## config.mk

```make
export PLATFORM = sky130hd
export DESIGN_NAME = ias_seq
export DESIGN_NICKNAME = d
export VERILOG_FILES = /design/src/ias_pkg.sv /design/src/ias_seq.sv /design/src/ias_baud.sv
export VERILOG_INCLUDE_DIRS = /design/src
export SDC_FILE = /design/constraint.sdc
export NUM_CORES = 1
export LEC_CHECK = 0
export ABC_AREA = 1
export BUFFER_PORTS_ARGS = -buffer_cell sky130_fd_sc_hd__buf_2
export CORE_MARGIN = 2
export CORE_UTILIZATION = 25
export DETAILED_ROUTE_END_ITERATION = 6
export PLACE_DENSITY = 0.43
export SETUP_SLACK_MARGIN = 0.02
export SYNTH_ARGS = -nofsm -noshare
export SYNTH_HDL_FRONTEND = slang
export SYNTH_SLANG_ARGS = --single-unit
```

## constraint.sdc

```tcl
create_clock -name hclk -period 1.33 [get_ports hclk]
set_input_delay 0.0665 -clock hclk [delete_from_list [all_inputs] [get_ports hclk]]
set_output_delay 0.0665 -clock hclk [all_outputs]
set_load 0.02 [all_outputs]
```

## src/ias_map.svh

```systemverilog
`ifndef IAS_MAP_SVH
`define IAS_MAP_SVH

// Register byte offsets.
`define IAS_OFF_CTRL 8'h00
`define IAS_OFF_BAUD 8'h04
`define IAS_OFF_BUF 8'h08
`define IAS_OFF_STAT 8'h0C
`define IAS_OFF_IRQ 8'h10
`define IAS_OFF_MASK 8'h14

// Control register fields.
`define IAS_CTRL_ACK_SEQUENCE_ENABLE 0
`define IAS_CTRL_PEN 1
`define IAS_CTRL_ACK_DATA_VALUE 2

// Status register fields.
`define IAS_STAT_P 0
`define IAS_STAT_SCL 1
`define IAS_STAT_SDA 2
`define IAS_STAT_BUSY 3

// Interrupt status and mask fields.
`define IAS_IRQ_DONE 0
`define IAS_IRQ_WRITE_COLLISION_FLAG 1
`define IAS_IRQ_STOP 2
`define IAS_IRQ_W 3

// Reset values.
`define IAS_RST_BAUD 8'h09
`define IAS_RST_MASK 3'h0
`define IAS_RST_BUF 8'h00

`endif

```

## src/ias_pkg.sv

```systemverilog
package ias_pkg;

  typedef enum logic [3:0] {
    IAS_IDLE,
    IAS_ACK_LOW,
    IAS_ACK_REL,
    IAS_ACK_HIGH,
    IAS_STP_SDA,
    IAS_STP_CNT,
    IAS_STP_SCL,
    IAS_STP_SCLH,
    IAS_STP_DET,
    IAS_STP_FIN
  } ias_state_t;

endpackage

```

## src/ias_seq.sv

```systemverilog
// Notes on behaviour
// RQ1 - Ack enable pulls clock low and drives the stored ack data value.
// RQ2 - Software sets ack data value before starting the ack sequence.
// RQ3 - After one rollover period with ack presented, the clock line is released.
// RQ4 - Once clock is seen high, time one more period, then pull clock low.
// RQ5 - At ack end, clear ack enable, stop the counter, go idle.
// RQ6 - Buffer writes during an ack sequence are dropped and flag a collision.
// RQ7 - After the ninth falling clock edge of a byte, hold clock low.
// RQ8 - Stop enable pulls data low; once seen low the counter reloads and runs.
// RQ9 - On timeout release clock; once clock is seen high, time one period, then release data.
// RQ10 - Data seen high while clock high sets the stop-detected flag.
// RQ11 - One period after stop detection clear stop enable and raise interrupt flag.
// RQ12 - Buffer writes during a stop sequence are dropped and flag a collision.
// RQ13 - Lines are only pulled low or released, never driven high.
`include "ias_map.svh"
`timescale 1ns/1ns
module ias_seq #(
  parameter int BAUD_W = 8
) (
  // Clock and reset.
  input wire logic hclk,
  input wire logic hresetn,
  // AHB-Lite slave.
  input wire logic hsel,
  input wire logic [31:0] haddr,
  input wire logic [1:0] htrans,
  input wire logic hwrite,
  input wire logic [2:0] hsize,
  input wire logic [31:0] hwdata,
  input wire logic hready,
  output logic hreadyout,
  output logic hresp,
  output logic [31:0] hrdata,
  // Byte engine strobe at the ninth falling clock edge.
  input wire logic byte_done,
  // Serial clock pin.
  input wire logic scl_in,
  output logic scl_out,
  output logic scl_oe_n,
  // Serial data pin.
  input wire logic sda_in,
  output logic sda_out,
  output logic sda_oe_n,
  // Interrupt.
  output logic irq
);

  generate
    if (BAUD_W < 2 || BAUD_W > 8) begin : g_chk
      $error("ias_seq: BAUD_W must be 2 to 8");
    end
  endgenerate

  // Pin synchronisers: a change counts once the second and third stages agree.
  logic [1:0] pin_raw;
  logic [1:0] pin_f;
  logic scl_f;
  logic sda_f;

  assign pin_raw = {sda_in, scl_in};

  genvar gi;
  generate
    for (gi = 0; gi < 2; gi++) begin : g_sync
      // Each pin keeps its stages in its own variables so every flop has one writer.
      logic [2:0] stage;
      logic filt;
      logic next_f;
      always_comb begin
        next_f = (stage[1] == stage[2]) ? stage[2] : filt;
      end
      always_ff @(posedge hclk or negedge hresetn) begin
        if (!hresetn) begin
          stage <= 3'h7;
          filt <= 1'b1;
        end else begin
          stage <= {stage[1:0], pin_raw[gi]};
          filt <= next_f;
        end
      end
      assign pin_f[gi] = filt;
    end
  endgenerate

  assign scl_f = pin_f[0];
  assign sda_f = pin_f[1];

  // Bus front end.
  logic wr_pend;
  logic rd_pend;
  logic rd_wait;
  logic [7:0] dp_addr;
  logic next_wr_pend;
  logic next_rd_pend;
  logic next_rd_wait;
  logic [7:0] next_dp_addr;
  logic [31:0] next_hrdata;
  logic addr_ok;

  // Software registers.
  logic ack_data_value;
  logic [BAUD_W-1:0] baud;
  logic [7:0] buf_q;
  logic [`IAS_IRQ_W-1:0] irq_st;
  logic [`IAS_IRQ_W-1:0] irq_mask;
  logic next_ack_data_value;
  logic [BAUD_W-1:0] next_baud;
  logic [7:0] next_buf_q;
  logic [`IAS_IRQ_W-1:0] next_irq_st;
  logic [`IAS_IRQ_W-1:0] next_irq_mask;
  logic wr_ctrl;
  logic wr_buf;
  logic rd_irq;
  logic [`IAS_IRQ_W-1:0] irq_ev;

  // Sequencer.
  ias_pkg::ias_state_t state;
  ias_pkg::ias_state_t next_state;
  logic ack_sequence_enable;
  logic stop_sequence_enable;
  logic p_flag;
  logic scl_low;
  logic sda_low;
  logic next_ack_sequence_enable;
  logic next_pen;
  logic next_p_flag;
  logic next_scl_low;
  logic next_sda_low;
  logic seq_done;
  logic stop_seen;
  logic busy;
  logic run;
  logic tick;
  logic start_ack;
  logic start_stop;

  assign busy = (state != ias_pkg::IAS_IDLE);

  // Reads take one wait state so that read data always come from a register.
  assign hreadyout = !rd_wait;
  assign hresp = 1'b0;
  assign addr_ok = (haddr[31:8] == 24'h000000) && (haddr[1:0] == 2'h0);

  always_comb begin
    next_wr_pend = wr_pend;
    next_rd_pend = 1'b0;
    next_rd_wait = 1'b0;
    next_dp_addr = dp_addr;
    next_hrdata = hrdata;
    if (hready) begin
      next_wr_pend = hsel && htrans[1] && hwrite && addr_ok;
      next_rd_pend = hsel && htrans[1] && !hwrite;
      next_rd_wait = next_rd_pend;
      next_dp_addr = addr_ok ? haddr[7:0] : 8'hFF;
    end
    if (rd_pend) begin
      next_wr_pend = 1'b0;
      unique case (dp_addr)
        `IAS_OFF_CTRL: next_hrdata = {29'h0, ack_data_value, stop_sequence_enable, ack_sequence_enable};
        `IAS_OFF_BAUD: next_hrdata = {{(32-BAUD_W){1'b0}}, baud};
        `IAS_OFF_BUF: next_hrdata = {24'h0, buf_q};
        `IAS_OFF_STAT: next_hrdata = {28'h0, busy, sda_f, scl_f, p_flag};
        `IAS_OFF_IRQ: next_hrdata = {29'h0, irq_st};
        `IAS_OFF_MASK: next_hrdata = {29'h0, irq_mask};
        default: next_hrdata = 32'h0;
      endcase
    end
  end

  always_ff @(posedge hclk or negedge hresetn) begin
    if (!hresetn) begin
      wr_pend <= 1'b0;
      rd_pend <= 1'b0;
      rd_wait <= 1'b0;
      dp_addr <= 8'h00;
      hrdata <= 32'h0;
    end else begin
      wr_pend <= next_wr_pend;
      rd_pend <= next_rd_pend;
      rd_wait <= next_rd_wait;
      dp_addr <= next_dp_addr;
      hrdata <= next_hrdata;
    end
  end

  assign wr_ctrl = wr_pend && (dp_addr == `IAS_OFF_CTRL);
  assign wr_buf = wr_pend && (dp_addr == `IAS_OFF_BUF);
  assign rd_irq = rd_pend && (dp_addr == `IAS_OFF_IRQ);

  // A new sequence is only accepted while idle; ack wins when both bits are written.
  assign start_ack = wr_ctrl && hwdata[`IAS_CTRL_ACK_SEQUENCE_ENABLE] && !busy;
  assign start_stop = wr_ctrl && hwdata[`IAS_CTRL_PEN] && !busy && !hwdata[`IAS_CTRL_ACK_SEQUENCE_ENABLE];

  always_comb begin
    irq_ev = '0;
    irq_ev[`IAS_IRQ_DONE] = seq_done; // RQ11
    irq_ev[`IAS_IRQ_WRITE_COLLISION_FLAG] = wr_buf && busy; // RQ6 RQ12
    irq_ev[`IAS_IRQ_STOP] = stop_seen;
  end

  always_comb begin
    next_ack_data_value = ack_data_value;
    next_baud = baud;
    next_buf_q = buf_q;
    next_irq_mask = irq_mask;
    next_irq_st = irq_st;
    if (wr_ctrl) begin
      next_ack_data_value = hwdata[`IAS_CTRL_ACK_DATA_VALUE];
    end
    if (wr_pend && dp_addr == `IAS_OFF_BAUD) begin
      next_baud = hwdata[BAUD_W-1:0];
    end
    // A buffer write while a sequence runs leaves the buffer untouched.
    if (wr_buf && !busy) begin
      next_buf_q = hwdata[7:0]; // RQ6 RQ12
    end
    if (wr_pend && dp_addr == `IAS_OFF_MASK) begin
      next_irq_mask = hwdata[`IAS_IRQ_W-1:0];
    end
    // Read clears, but an event in the same cycle survives the clear.
    if (rd_irq) begin
      next_irq_st = '0;
    end
    next_irq_st = next_irq_st | irq_ev;
  end

  always_ff @(posedge hclk or negedge hresetn) begin
    if (!hresetn) begin
      ack_data_value <= 1'b0;
      baud <= BAUD_W'(`IAS_RST_BAUD);
      buf_q <= `IAS_RST_BUF;
      irq_mask <= `IAS_RST_MASK;
      irq_st <= '0;
    end else begin
      ack_data_value <= next_ack_data_value;
      baud <= next_baud;
      buf_q <= next_buf_q;
      irq_mask <= next_irq_mask;
      irq_st <= next_irq_st;
    end
  end

  always_ff @(posedge hclk or negedge hresetn) begin
    if (!hresetn) begin
      irq <= 1'b0;
    end else begin
      irq <= |(next_irq_st & next_irq_mask);
    end
  end

  // Rollover timer; it runs only in the timed states and is otherwise off.
  always_comb begin
    unique case (state)
      ias_pkg::IAS_ACK_LOW,
      ias_pkg::IAS_ACK_HIGH,
      ias_pkg::IAS_STP_CNT,
      ias_pkg::IAS_STP_SCLH,
      ias_pkg::IAS_STP_FIN: run = 1'b1;
      default: run = 1'b0;
    endcase
  end

  ias_baud #(
    .W(BAUD_W)
  ) u_baud (
    .hclk(hclk),
    .hresetn(hresetn),
    .run(run),
    .reload(baud),
    .tick(tick)
  );

  always_comb begin
    next_state = state;
    next_ack_sequence_enable = ack_sequence_enable;
    next_pen = stop_sequence_enable;
    next_p_flag = p_flag;
    next_scl_low = scl_low;
    next_sda_low = sda_low;
    seq_done = 1'b0;
    stop_seen = 1'b0;
    unique case (state)
      ias_pkg::IAS_IDLE: begin
        if (byte_done) begin
          next_scl_low = 1'b1; // RQ7
        end
        if (start_ack) begin
          next_state = ias_pkg::IAS_ACK_LOW;
          next_ack_sequence_enable = 1'b1;
          next_scl_low = 1'b1; // RQ1
          next_sda_low = !hwdata[`IAS_CTRL_ACK_DATA_VALUE]; // RQ1
        end else if (start_stop) begin
          next_state = ias_pkg::IAS_STP_SDA;
          next_pen = 1'b1;
          next_p_flag = 1'b0;
          next_scl_low = 1'b1;
          next_sda_low = 1'b1; // RQ8
        end
      end
      ias_pkg::IAS_ACK_LOW: begin
        if (tick) begin
          next_scl_low = 1'b0; // RQ3
          next_state = ias_pkg::IAS_ACK_REL;
        end
      end
      ias_pkg::IAS_ACK_REL: begin
        // A target stretching the clock holds us here.
        if (scl_f) begin
          next_state = ias_pkg::IAS_ACK_HIGH; // RQ4
        end
      end
      ias_pkg::IAS_ACK_HIGH: begin
        if (tick) begin
          next_scl_low = 1'b1; // RQ4
          next_sda_low = 1'b0;
          next_ack_sequence_enable = 1'b0; // RQ5
          seq_done = 1'b1;
          next_state = ias_pkg::IAS_IDLE; // RQ5
        end
      end
      ias_pkg::IAS_STP_SDA: begin
        if (!sda_f) begin
          next_state = ias_pkg::IAS_STP_CNT; // RQ8
        end
      end
      ias_pkg::IAS_STP_CNT: begin
        if (tick) begin
          next_scl_low = 1'b0; // RQ9
          next_state = ias_pkg::IAS_STP_SCL;
        end
      end
      ias_pkg::IAS_STP_SCL: begin
        if (scl_f) begin
          next_state = ias_pkg::IAS_STP_SCLH;
        end
      end
      ias_pkg::IAS_STP_SCLH: begin
        if (tick) begin
          next_sda_low = 1'b0; // RQ9
          next_state = ias_pkg::IAS_STP_DET;
        end
      end
      ias_pkg::IAS_STP_DET: begin
        if (sda_f && scl_f) begin
          next_p_flag = 1'b1; // RQ10
          stop_seen = 1'b1;
          next_state = ias_pkg::IAS_STP_FIN;
        end
      end
      ias_pkg::IAS_STP_FIN: begin
        if (tick) begin
          next_pen = 1'b0; // RQ11
          seq_done = 1'b1; // RQ11
          next_state = ias_pkg::IAS_IDLE;
        end
      end
    endcase
  end

  always_ff @(posedge hclk or negedge hresetn) begin
    if (!hresetn) begin
      state <= ias_pkg::IAS_IDLE;
      ack_sequence_enable <= 1'b0;
      stop_sequence_enable <= 1'b0;
      p_flag <= 1'b0;
      scl_low <= 1'b0;
      sda_low <= 1'b0;
    end else begin
      state <= next_state;
      ack_sequence_enable <= next_ack_sequence_enable;
      stop_sequence_enable <= next_pen;
      p_flag <= next_p_flag;
      scl_low <= next_scl_low;
      sda_low <= next_sda_low;
    end
  end

  // Open-drain drive: the pad only ever pulls low, release leaves it to the pull-up.
  assign scl_out = 1'b0; // RQ13
  assign sda_out = 1'b0; // RQ13
  assign scl_oe_n = !scl_low; // RQ13
  assign sda_oe_n = !sda_low; // RQ13

  // Transfer size is not checked; only whole-word singles are expected.
  logic unused_ok;
  assign unused_ok = ^{hsize, hwdata[31:8]};

endmodule

```

## src/ias_baud.sv

```systemverilog
`timescale 1ns/1ns
module ias_baud #(
  parameter int W = 8
) (
  // Clock and reset.
  input wire logic hclk,
  input wire logic hresetn,
  // Control.
  input wire logic run,
  input wire logic [W-1:0] reload,
  // Rollover enable.
  output logic tick
);

  logic [W-1:0] count;
  logic [W-1:0] next_count;

  generate
    if (W < 2 || W > 16) begin : g_chk
      $error("ias_baud: W must be 2 to 16");
    end
  endgenerate

  // While stopped the counter sits at the reload value, so each run starts a full period.
  always_comb begin
    tick = run && (count == '0);
    if (!run) begin
      next_count = reload;
    end else if (count == '0) begin
      next_count = reload;
    end else begin
      next_count = count - {{(W-1){1'b0}}, 1'b1};
    end
  end

  always_ff @(posedge hclk or negedge hresetn) begin
    if (!hresetn) begin
      count <= '0;
    end else begin
      count <= next_count;
    end
  end

endmodule

```

==> out/metrics.cfg, run 1 <==
[global_routing]
grt-ovfl-total=0
grt_util_met1_pct=16.62
antenna_found_initial=0
grt_util_met2_pct=21.81
grt_max_degree=68
busiest_layer=met2
grt_util_met3_pct=3.434
grt_pass1_vias=3251
grt_usage_pct=13.16
grt_pass1_wl_um=15370

[yosys]
synthAdderAreaFrac_pct=1.258
synth_compound_area_share_pct=8.141
avgSynthCellArea_um2=8.102
ys_ff_latch=67
synth.area.top_cells=dfrtp_1 40%, nand2_1 15%, dfstp_2 7.3%
synth.largest_area_cell=dfrtp_1
yosys_warnings=0
yosysUniqueCellTypes=38
synthMuxAreaShare_pct=0
yosysSeqAreaShare_pct=47.17
synth_top_family_by_area=simple AND/OR/NAND/NOR gates
synth-xor-area-share_pct=1.223
syn_inst=442
yosys.area_share.simple_pct=30.54
yosys.area.top_type_share_pct=39.83
netlist_area_mm2=0.003581

[timing]
fmax_mhz=685.9
setup_slack_ns=-0.1279
hold_slack_ns=0.004550
fin_crit_sh_pct=109.6
fin_worst_skew_ns=0.006388
fin_crit_ns=1.458
drv_slew=0
hold_viol=0
rsz0062_at_grt=yes
setup_violations=37
tns_ns=-2.221

[floorplanning]
die_h_um=123.7
start_util_pct=25.70
num_rows=43
die_x_um=123.7
io_pins=116
die-area_mm2=0.01530
core_area_mm2=0.01393

[layout]
final_cell_mix=104 x nand2_1, 60 x buf_2, 56 x dfrtp_1
insertedDiodeCount=0
final_common_cell=nand2_1
areaGrowthSynthToFinish_pct=49.06
nNetsFinal=662
post-route-util_pct=38.30
drive_gt1_share_pct=47.11
fin_area_mm2=0.005338
n_fill_cell=1401

[route]
wire_per_inst_um=12.39
vias=3241
dr.pass1.iters=4
drc=0
ant_nets=0
drtIter0Drc=175
routed_via_density=4.220
drt_wl_total_um=9513

[placed_design]
globalplace.congestion=0.8512
hpwl_um=6708
numPortBuffers=60
placed_area_mm2=0.004380

[cts]
cts_max_path_buffers=2
clk_latency_ns=0.33
path_clk_slew_ns=0.05
cts_tree=done
numCtsBuffers=9
clock_sink_count=67
cts_root_buf=clkbuf_16
htree_levels=3

[status]
status=finished, violations left
violations=setup timing

[pwr]
p_per_area_mw_per_mm2=1449
p_leak_nw=2.639
vdd_drop_max_mv=0.7757
p_total_mw=7.732

[worst_setup_path]
cp.arrival_ns=1.67
end_kind=flip-flop
path_max_fanout=7
cpMaxStageDelayCell=dfrtp_1
critical_path_buf_inv_count=0
crit_chain=nor2_4 > nand2_4 > nor2_4 > nand3_4 > nand3_4 > nand2_4 > nand2_2 > o21ai_2
path_class=reg2reg
cp-start-kind=flip-flop
slowest_delay_ns=0.40
crit_family=simple AND/OR/NAND/NOR gates
crit_required_ns=1.54

[flow_run]
drv_cap=0

[min_path]
min_path_type=in2reg

-- layer usage --
layer  part of all wire [%]  routed length [um]
met1                     44                4186
met2                     50                4786
met3                    4.3                 413
met4                    1.3                 127
met5                      0                   0
-- worst min-delay path, cell delays in order --
cell	delay [ns]
buf_2	0.07
nor2_1	0.03
o21ai_0	0.12
-- where the power goes --
part	internal [mW]	total [mW]	switching [mW]	leakage (nW)
combinational	1.26	2.84	1.59	1.76
sequential	2.28	2.45	0.166	0.726
clock	1.60	2.44	0.843	0.153
-- cells by family (layout without fill, tap and decap cells) --
group,Yosys count,after routing
AND/OR/NAND/NOR,241,243
buffers and inverters,74,192
flip-flops,67,67
AO/OA/AOI/OAI,50,50
XOR/XNOR,5,5
adder cells (fa/ha/maj),4,4
other,1,27
-- sequential cells by signal, indices dropped and copies added, names as in the netlist --
| name | count |
|---|---|
| buf_q | 8 |
| ack_sequence_enable | 1 |
| rd_wait | 1 |
| sda_low | 1 |
| irq | 1 |
| scl_low | 1 |
| wr_pend | 1 |
| g_sync.filt | 2 |
| u_baud.count | 8 |
| p_flag | 1 |
| dp_addr | 8 |
| hrdata | 8 |
| g_sync.stage | 6 |
| stop_sequence_enable | 1 |
| ack_data_value | 1 |
| state | 4 |
| irq_st | 3 |
| baud | 8 |
| irq_mask | 3 |
-- per-stage QoR --
| step | instances | setup slack, ns |
|---|---|---|
| final | 768 | -0.1279 |
| after global routing | 768 | -0.2374 |
| after CTS | 760 | -0.1268 |
| after detailed placement | 724 | -0.1910 |
| after global placement | 724 | -0.1673 |
| after floorplan | 468 | -0.1014 |
-- what timing repair did --
action / CTS / global route
pin swaps: 18 / 30
gates resized for setup: 49 / 74
setup buffers: 11 / 7
cloned: 1 / 1
hold buffers: 8 / 0
endpoints found under the setup margin: 47 / 49
endpoints found under the hold margin: 62 / 0
-- synthesized netlist by cell type --
library cell and instances:
nand2_1 141, dfrtp_1 57, nor2_1 42, inv_1 33, buf_4 28, nand3_1 26, o21ai_0 19, o21ai_1 13
dfstp_2 10, o21ai_2 8, nand2_2 7, inv_2 5, nor2_2 5, nor2_4 5, a21oi_1 4, buf_6 4
a31oi_1 3, nand3_2 3, xor2_1 3, clkbuf_1 2, ha_1 2, maj3_1 2, nand3_4 2, nand4_1 2
nor3_1 2, xnor2_1 2, and2_1 1, clkinv_1 1, clkinv_2 1, conb_1 1, nand2_4 1, nand3b_1 1
nor3_2 1, nor3_4 1, o2111ai_1 1, o22ai_1 1, o31ai_1 1, or2_2 1
-- layout make-up --
type | instances | area, um^2 | share of cell area [%]
Clock buffer | 14 | 274.0 | 5.134
Clock inverter | 2 | 35.03 | 0.6564
Inverter | 40 | 176.4 | 3.305
Multi-Input combinational cell | 329 | 1971 | 36.92
Sequential cell | 67 | 1690 | 31.67
Tap cell | 180 | 225.2 | 4.219
Timing Repair Buffer | 136 | 965.9 | 18.10
-- final timing paths --
kind	startpoint	endpoint	slack, ns	cells after the start
setup / recovery	dp_addr[7]	state[3]	-0.13	8
hold / removal	haddr[2]	dp_addr[2]	0.005	3
setup reg to reg	dp_addr[7]	state[3]	-0.13	8
hold reg to reg	g_sync[0].stage[0]	g_sync[0].stage[1]	0.35	0
max in group asynchronous	hresetn	baud[0]	0.72	3
min in group asynchronous	hresetn	hrdata[3]	0.28	3
Note: power is estimated with default switching activity, not from simulation.
==> run 2, diff against run 1 <==
--- a/config.mk
+++ b/config.mk
@@ -8,9 +8,9 @@
 export LEC_CHECK = 0
 export ABC_AREA = 1
 export BUFFER_PORTS_ARGS = -buffer_cell sky130_fd_sc_hd__buf_2
-export CORE_MARGIN = 2
 export CORE_UTILIZATION = 25
 export DETAILED_ROUTE_END_ITERATION = 6
+export GPL_ROUTABILITY_DRIVEN = 0
 export PLACE_DENSITY = 0.43
 export SETUP_SLACK_MARGIN = 0.02
 export SYNTH_ARGS = -nofsm -noshare
==> out/metrics.cfg, run 2 (same netlist as run 1, synthesis figures left out) <==
[global_routing]
grt_usage_pct=13.30
grt_util_met3_pct=3.652
grt-ovfl-total=0
antenna_found_initial=0
grt_max_degree=68
grt_util_met2_pct=22.16
grt_pass1_wl_um=15060
grt_pass1_vias=3194
busiest_layer=met2
grt_util_met1_pct=16.09

[worst_setup_path]
crit_chain=nor2_4 > nand2_4 > nor2_4 > nand3_2 > nand3_2 > nand2_2 > nand2_1 > o21ai_1
path_max_fanout=5
crit_required_ns=1.55
path_class=reg2reg
cp-start-kind=flip-flop
cp.arrival_ns=1.69
crit_family=simple AND/OR/NAND/NOR gates
slowest_delay_ns=0.41
critical_path_buf_inv_count=0
cpMaxStageDelayCell=dfrtp_1
end_kind=flip-flop

[pwr]
p_seq_share_pct=32.0
p_switching_mw=2.545
switching_share_pct=33.42
internal-power_mw=5.071
vdd_drop_max_mv=0.4237
p_per_area_mw_per_mm2=1412
combPwrFrac_pct=37.4
p_total_mw=7.616
p_leak_nw=2.675
p_clk_share_pct=30.6

[cts]
cts_tree=done
numCtsBuffers=9
htree_levels=3
cts_max_path_buffers=2
cts_root_buf=clkbuf_16
clock_sink_count=67
clk_latency_ns=0.33
path_clk_slew_ns=0.05

[status]
status=finished, violations left
violations=setup timing

[layout]
nNetsFinal=672
n_fill_cell=1422
drive_gt1_share_pct=46.32
areaGrowthSynthToFinish_pct=50.66
fin_area_mm2=0.005395
final_cell_mix=110 x nand2_1, 60 x buf_2, 58 x buf_4
multiInputGateArea_mm2=0.001939
regArea_mm2=0.001692
final_common_cell=nand2_1
insertedDiodeCount=0

[route]
routed_via_density=4.193
dr.pass1.iters=4
drt_wl_total_um=9160
ant_nets=0
wire_per_inst_um=11.77
drc=0
drtIter0Drc=121
vias=3262

[floorplanning]
num_rows=43
die-area_mm2=0.01481
die_x_um=121.7
die_h_um=121.7
core_area_mm2=0.01393
io_pins=116
start_util_pct=25.70

[placed_design]
placed_area_mm2=0.004395
hpwl_um=6479
numPortBuffers=60

[timing]
drv_slew=0
hold_viol=0
fin_worst_skew_ns=0.007242
setup_slack_ns=-0.1437
fmax_mhz=678.6
fin_crit_ns=1.474
setup_violations=44
rsz0062_at_grt=yes
tns_ns=-2.945
fin_crit_sh_pct=110.8

[min_path]
min_path_type=in2reg

[flow_run]
drv_cap=0

==> run 2: final timing paths <==
check                              startpoint                  to  slack, ns  depth (start not counted)
setup / recovery                   dp_addr[6]            state[1]      -0.14                          8
hold / removal                       haddr[2]          dp_addr[2]       0.01                          3
setup reg to reg                   dp_addr[6]            state[1]      -0.14                          8
hold reg to reg            g_sync[1].stage[0]  g_sync[1].stage[1]       0.35                          0
max in group asynchronous             hresetn  g_sync[0].stage[1]       0.72                          3
min in group asynchronous             hresetn           hrdata[5]       0.29                          3
==> run 2: stage by stage <==
step                instances  worst slack, ns  util, %  hold slack [ns]
floorplan                 468          -0.1014        -          -0.2291
global placement          726          -0.1538    31.54           0.1198
detailed placement        726          -0.1776    31.54           0.1172
CTS                       767          -0.1199    36.15        0.0009643
global route              778          -0.2330    38.72          0.02602
finish                    778          -0.1437    38.72          0.01429
==> run 2: final cells by class <==
| type | count | area share, % |
|---|---|---|
| inverters | 40 | 3.224 |
| repair buffers | 146 | 19.94 |
| clock inverters | 2 | 0.6494 |
| multi-input cells | 329 | 35.95 |
| well taps | 180 | 4.174 |
| clock buffers | 14 | 4.708 |
| flip-flops and latches | 67 | 31.35 |
==> run 2: worst reg2reg max path, stage by stage (launching register included) <==
cell,delay (ns)
dfrtp_1,0.41
nor2_4,0.16
nand2_4,0.09
nor2_4,0.19
nand3_2,0.15
nand3_2,0.13
nand2_2,0.10
nand2_1,0.08
o21ai_1,0.06
==> run 2: routing by layer <==
layer  vias to the layer above  share of wire [%]  wire, um
met1                      1530                 45      4086
met5                         -                  0         0
li1                       1648                  -         -
met4                         0               0.95        87
met3                         8                3.6       332
met2                        76                 51      4655
==> run 2: power by group through the flow <==
stage               combinational, mW  sequential [mW]  clock [mW]
floorplan                        1.37             2.46           0
global placement                 2.37             2.44           0
detailed placement               2.36             2.45           0
CTS                              2.59             2.43        2.41
global route                     3.17             2.47        2.50
finish                           2.85             2.44        2.33
==> run 2: repair_timing <==
item                                    4_1_cts  5_1_grt
gates cloned                                  1        1
gates resized for setup                      40       80
setup buffers                                13       10
pin swaps                                    13       40
hold buffers                                 11        0
endpoints found under the setup margin       47       49
hold endpoints to repair                     65        0
==> run 3, diff against run 2 <==
--- a/config.mk
+++ b/config.mk
@@ -8,10 +8,12 @@
 export LEC_CHECK = 0
 export ABC_AREA = 1
 export BUFFER_PORTS_ARGS = -buffer_cell sky130_fd_sc_hd__buf_2
+export CELL_PAD_IN_SITES_DETAIL_PLACEMENT = 1
+export CELL_PAD_IN_SITES_GLOBAL_PLACEMENT = 1
 export CORE_UTILIZATION = 25
 export DETAILED_ROUTE_END_ITERATION = 6
 export GPL_ROUTABILITY_DRIVEN = 0
-export PLACE_DENSITY = 0.43
+export PLACE_DENSITY = 0.56
 export SETUP_SLACK_MARGIN = 0.02
 export SYNTH_ARGS = -nofsm -noshare
 export SYNTH_HDL_FRONTEND = slang
==> out/metrics.cfg, run 3 (same netlist as run 1, synthesis figures left out) <==
[layout]
nNetsFinal=667
final_cell_mix=109 x nand2_1, 62 x buf_4, 60 x buf_2
post-route-util_pct=38.40
fin_cells=773
insertedDiodeCount=0
multiInputGateArea_mm2=0.001921
n_fill_cell=1653
final_common_cell=nand2_1
regArea_mm2=0.001690
drive_gt1_share_pct=45.53
areaGrowthSynthToFinish_pct=49.44
fin_area_mm2=0.005351

[route]
routed_via_density=4.259
drt_wl_total_um=10130
vias=3292
ant_nets=0
drc=0
drtIter0Drc=81
wire_per_inst_um=13.11
dr.pass1.iters=4

[worst_setup_path]
crit_chain=buf_4 > nor3_1 > buf_4 > nand2_1 > nand2_1 > nor2_4 > buf_4 > nand3_2 > nand2_1
slowest_delay_ns=0.42
crit_family=simple AND/OR/NAND/NOR gates
cpMaxStageDelayCell=dfrtp_1
path_max_fanout=5
cp-start-kind=flip-flop
path_class=reg2reg
cp.arrival_ns=1.69
critical_path_buf_inv_count=3
end_kind=flip-flop
crit_required_ns=1.56

[floorplanning]
start_util_pct=25.70
die-area_mm2=0.01481
num_rows=43
die_h_um=121.7
core_area_mm2=0.01393
die_x_um=121.7
io_pins=116

[timing]
tns_ns=-2.740
fin_crit_ns=1.467
fin_worst_skew_ns=0.005459
hold_viol=0
rsz0062_at_grt=yes
fin_crit_sh_pct=110.3
setup_slack_ns=-0.1372
drv_slew=0
hold_slack_ns=0.002440
fmax_mhz=681.6
setup_violations=41

[pwr]
combPwrFrac_pct=39.1
vdd_drop_max_mv=0.6410
p_clk_share_pct=31.4
p_leak_nw=2.676
switching_share_pct=33.51
p_seq_share_pct=29.4
internal-power_mw=5.525
p_switching_mw=2.784
p_per_area_mw_per_mm2=1553

[global_routing]
grt_max_degree=68
grt_pass1_vias=3374
grt_usage_pct=14.72
grt_pass1_wl_um=16680
antenna_found_initial=0
grt-ovfl-total=0

[cts]
clock_sink_count=67
cts_max_path_buffers=2
cts_tree=done
htree_levels=3
numCtsBuffers=9
cts_root_buf=clkbuf_16
clk_latency_ns=0.33
path_clk_slew_ns=0.06

[placed_design]
numPortBuffers=60
place_inst=730
placed_area_mm2=0.004425
hpwl_um=7283

[min_path]
min_path_type=in2reg

[status]
violations=setup timing
status=finished, violations left

[flow_run]
drv_cap=0

-- run 3: path summary, 6_finish.rpt --
check                                        start            endpoint  slack (ns)  cells after the start
max in group asynchronous                  hresetn  g_sync[0].stage[1]        0.69                      3
worst min-delay path                          hsel             rd_wait       0.002                      3
worst max register to register            state[2]            state[0]       -0.14                      9
worst min register to register  g_sync[1].stage[0]  g_sync[1].stage[1]        0.35                      0
min in group asynchronous                  hresetn     u_baud.count[7]        0.29                      3
worst max-delay path                      state[2]            state[0]       -0.14                      9
-- run 3: power by group through the flow --
stage / clock network [mW] / logic, mW / registers (mW)
floorplan: 0 / 1.37 / 2.46
global placement: 0 / 2.38 / 2.45
detailed placement: 0 / 2.44 / 2.46
CTS: 2.69 / 2.71 / 2.44
global route: 2.77 / 3.61 / 2.47
finish: 2.61 / 3.25 / 2.45
-- run 3: worst reg2reg max path, delay by kind of cell, from the launching register on --
family | cells | cell delay [ns]
simple gates | 6 | 0.47
buf+inv | 3 | 0.46
flops | 1 | 0.42
-- run 3: layout make-up --
type / count / area share (%)
well taps: 180 / 4.209
clock buffers: 12 / 4.793
inverters: 40 / 3.273
repair buffers: 141 / 18.89
multi-input cells: 329 / 35.89
clock inverters: 4 / 1.356
flip-flops and latches: 67 / 31.59
-- run 3: per-stage QoR --
step / power [mW] / setup WS, ns
2_1_floorplan: 3.829 / -0.1014
3_3_place_gp: 4.836 / -0.1762
3_5_place_dp: 4.893 / -0.2351
4_1_cts: 7.836 / -0.1070
5_1_grt: 8.849 / -0.2372
6_report: 8.310 / -0.1372
-- run 3: per-layer routing --
metal,share of wire (%),up-vias,track usage (%)
met5,0,-,0
met4,1.6,0,5.556
met3,2.9,11,2.622
met2,52,65,25.89
met1,43,1578,17.82
li1,-,1638,-
-- run 3: what timing repair did --
item | in CTS | in global routing
pin swaps | 20 | 12
endpoints found under the hold margin | 62 | 0
setup buffers | 13 | 6
hold buffers | 7 | 0
endpoints found under the setup margin | 44 | 48
cloned | 1 | 2
gates resized for setup | 53 | 54
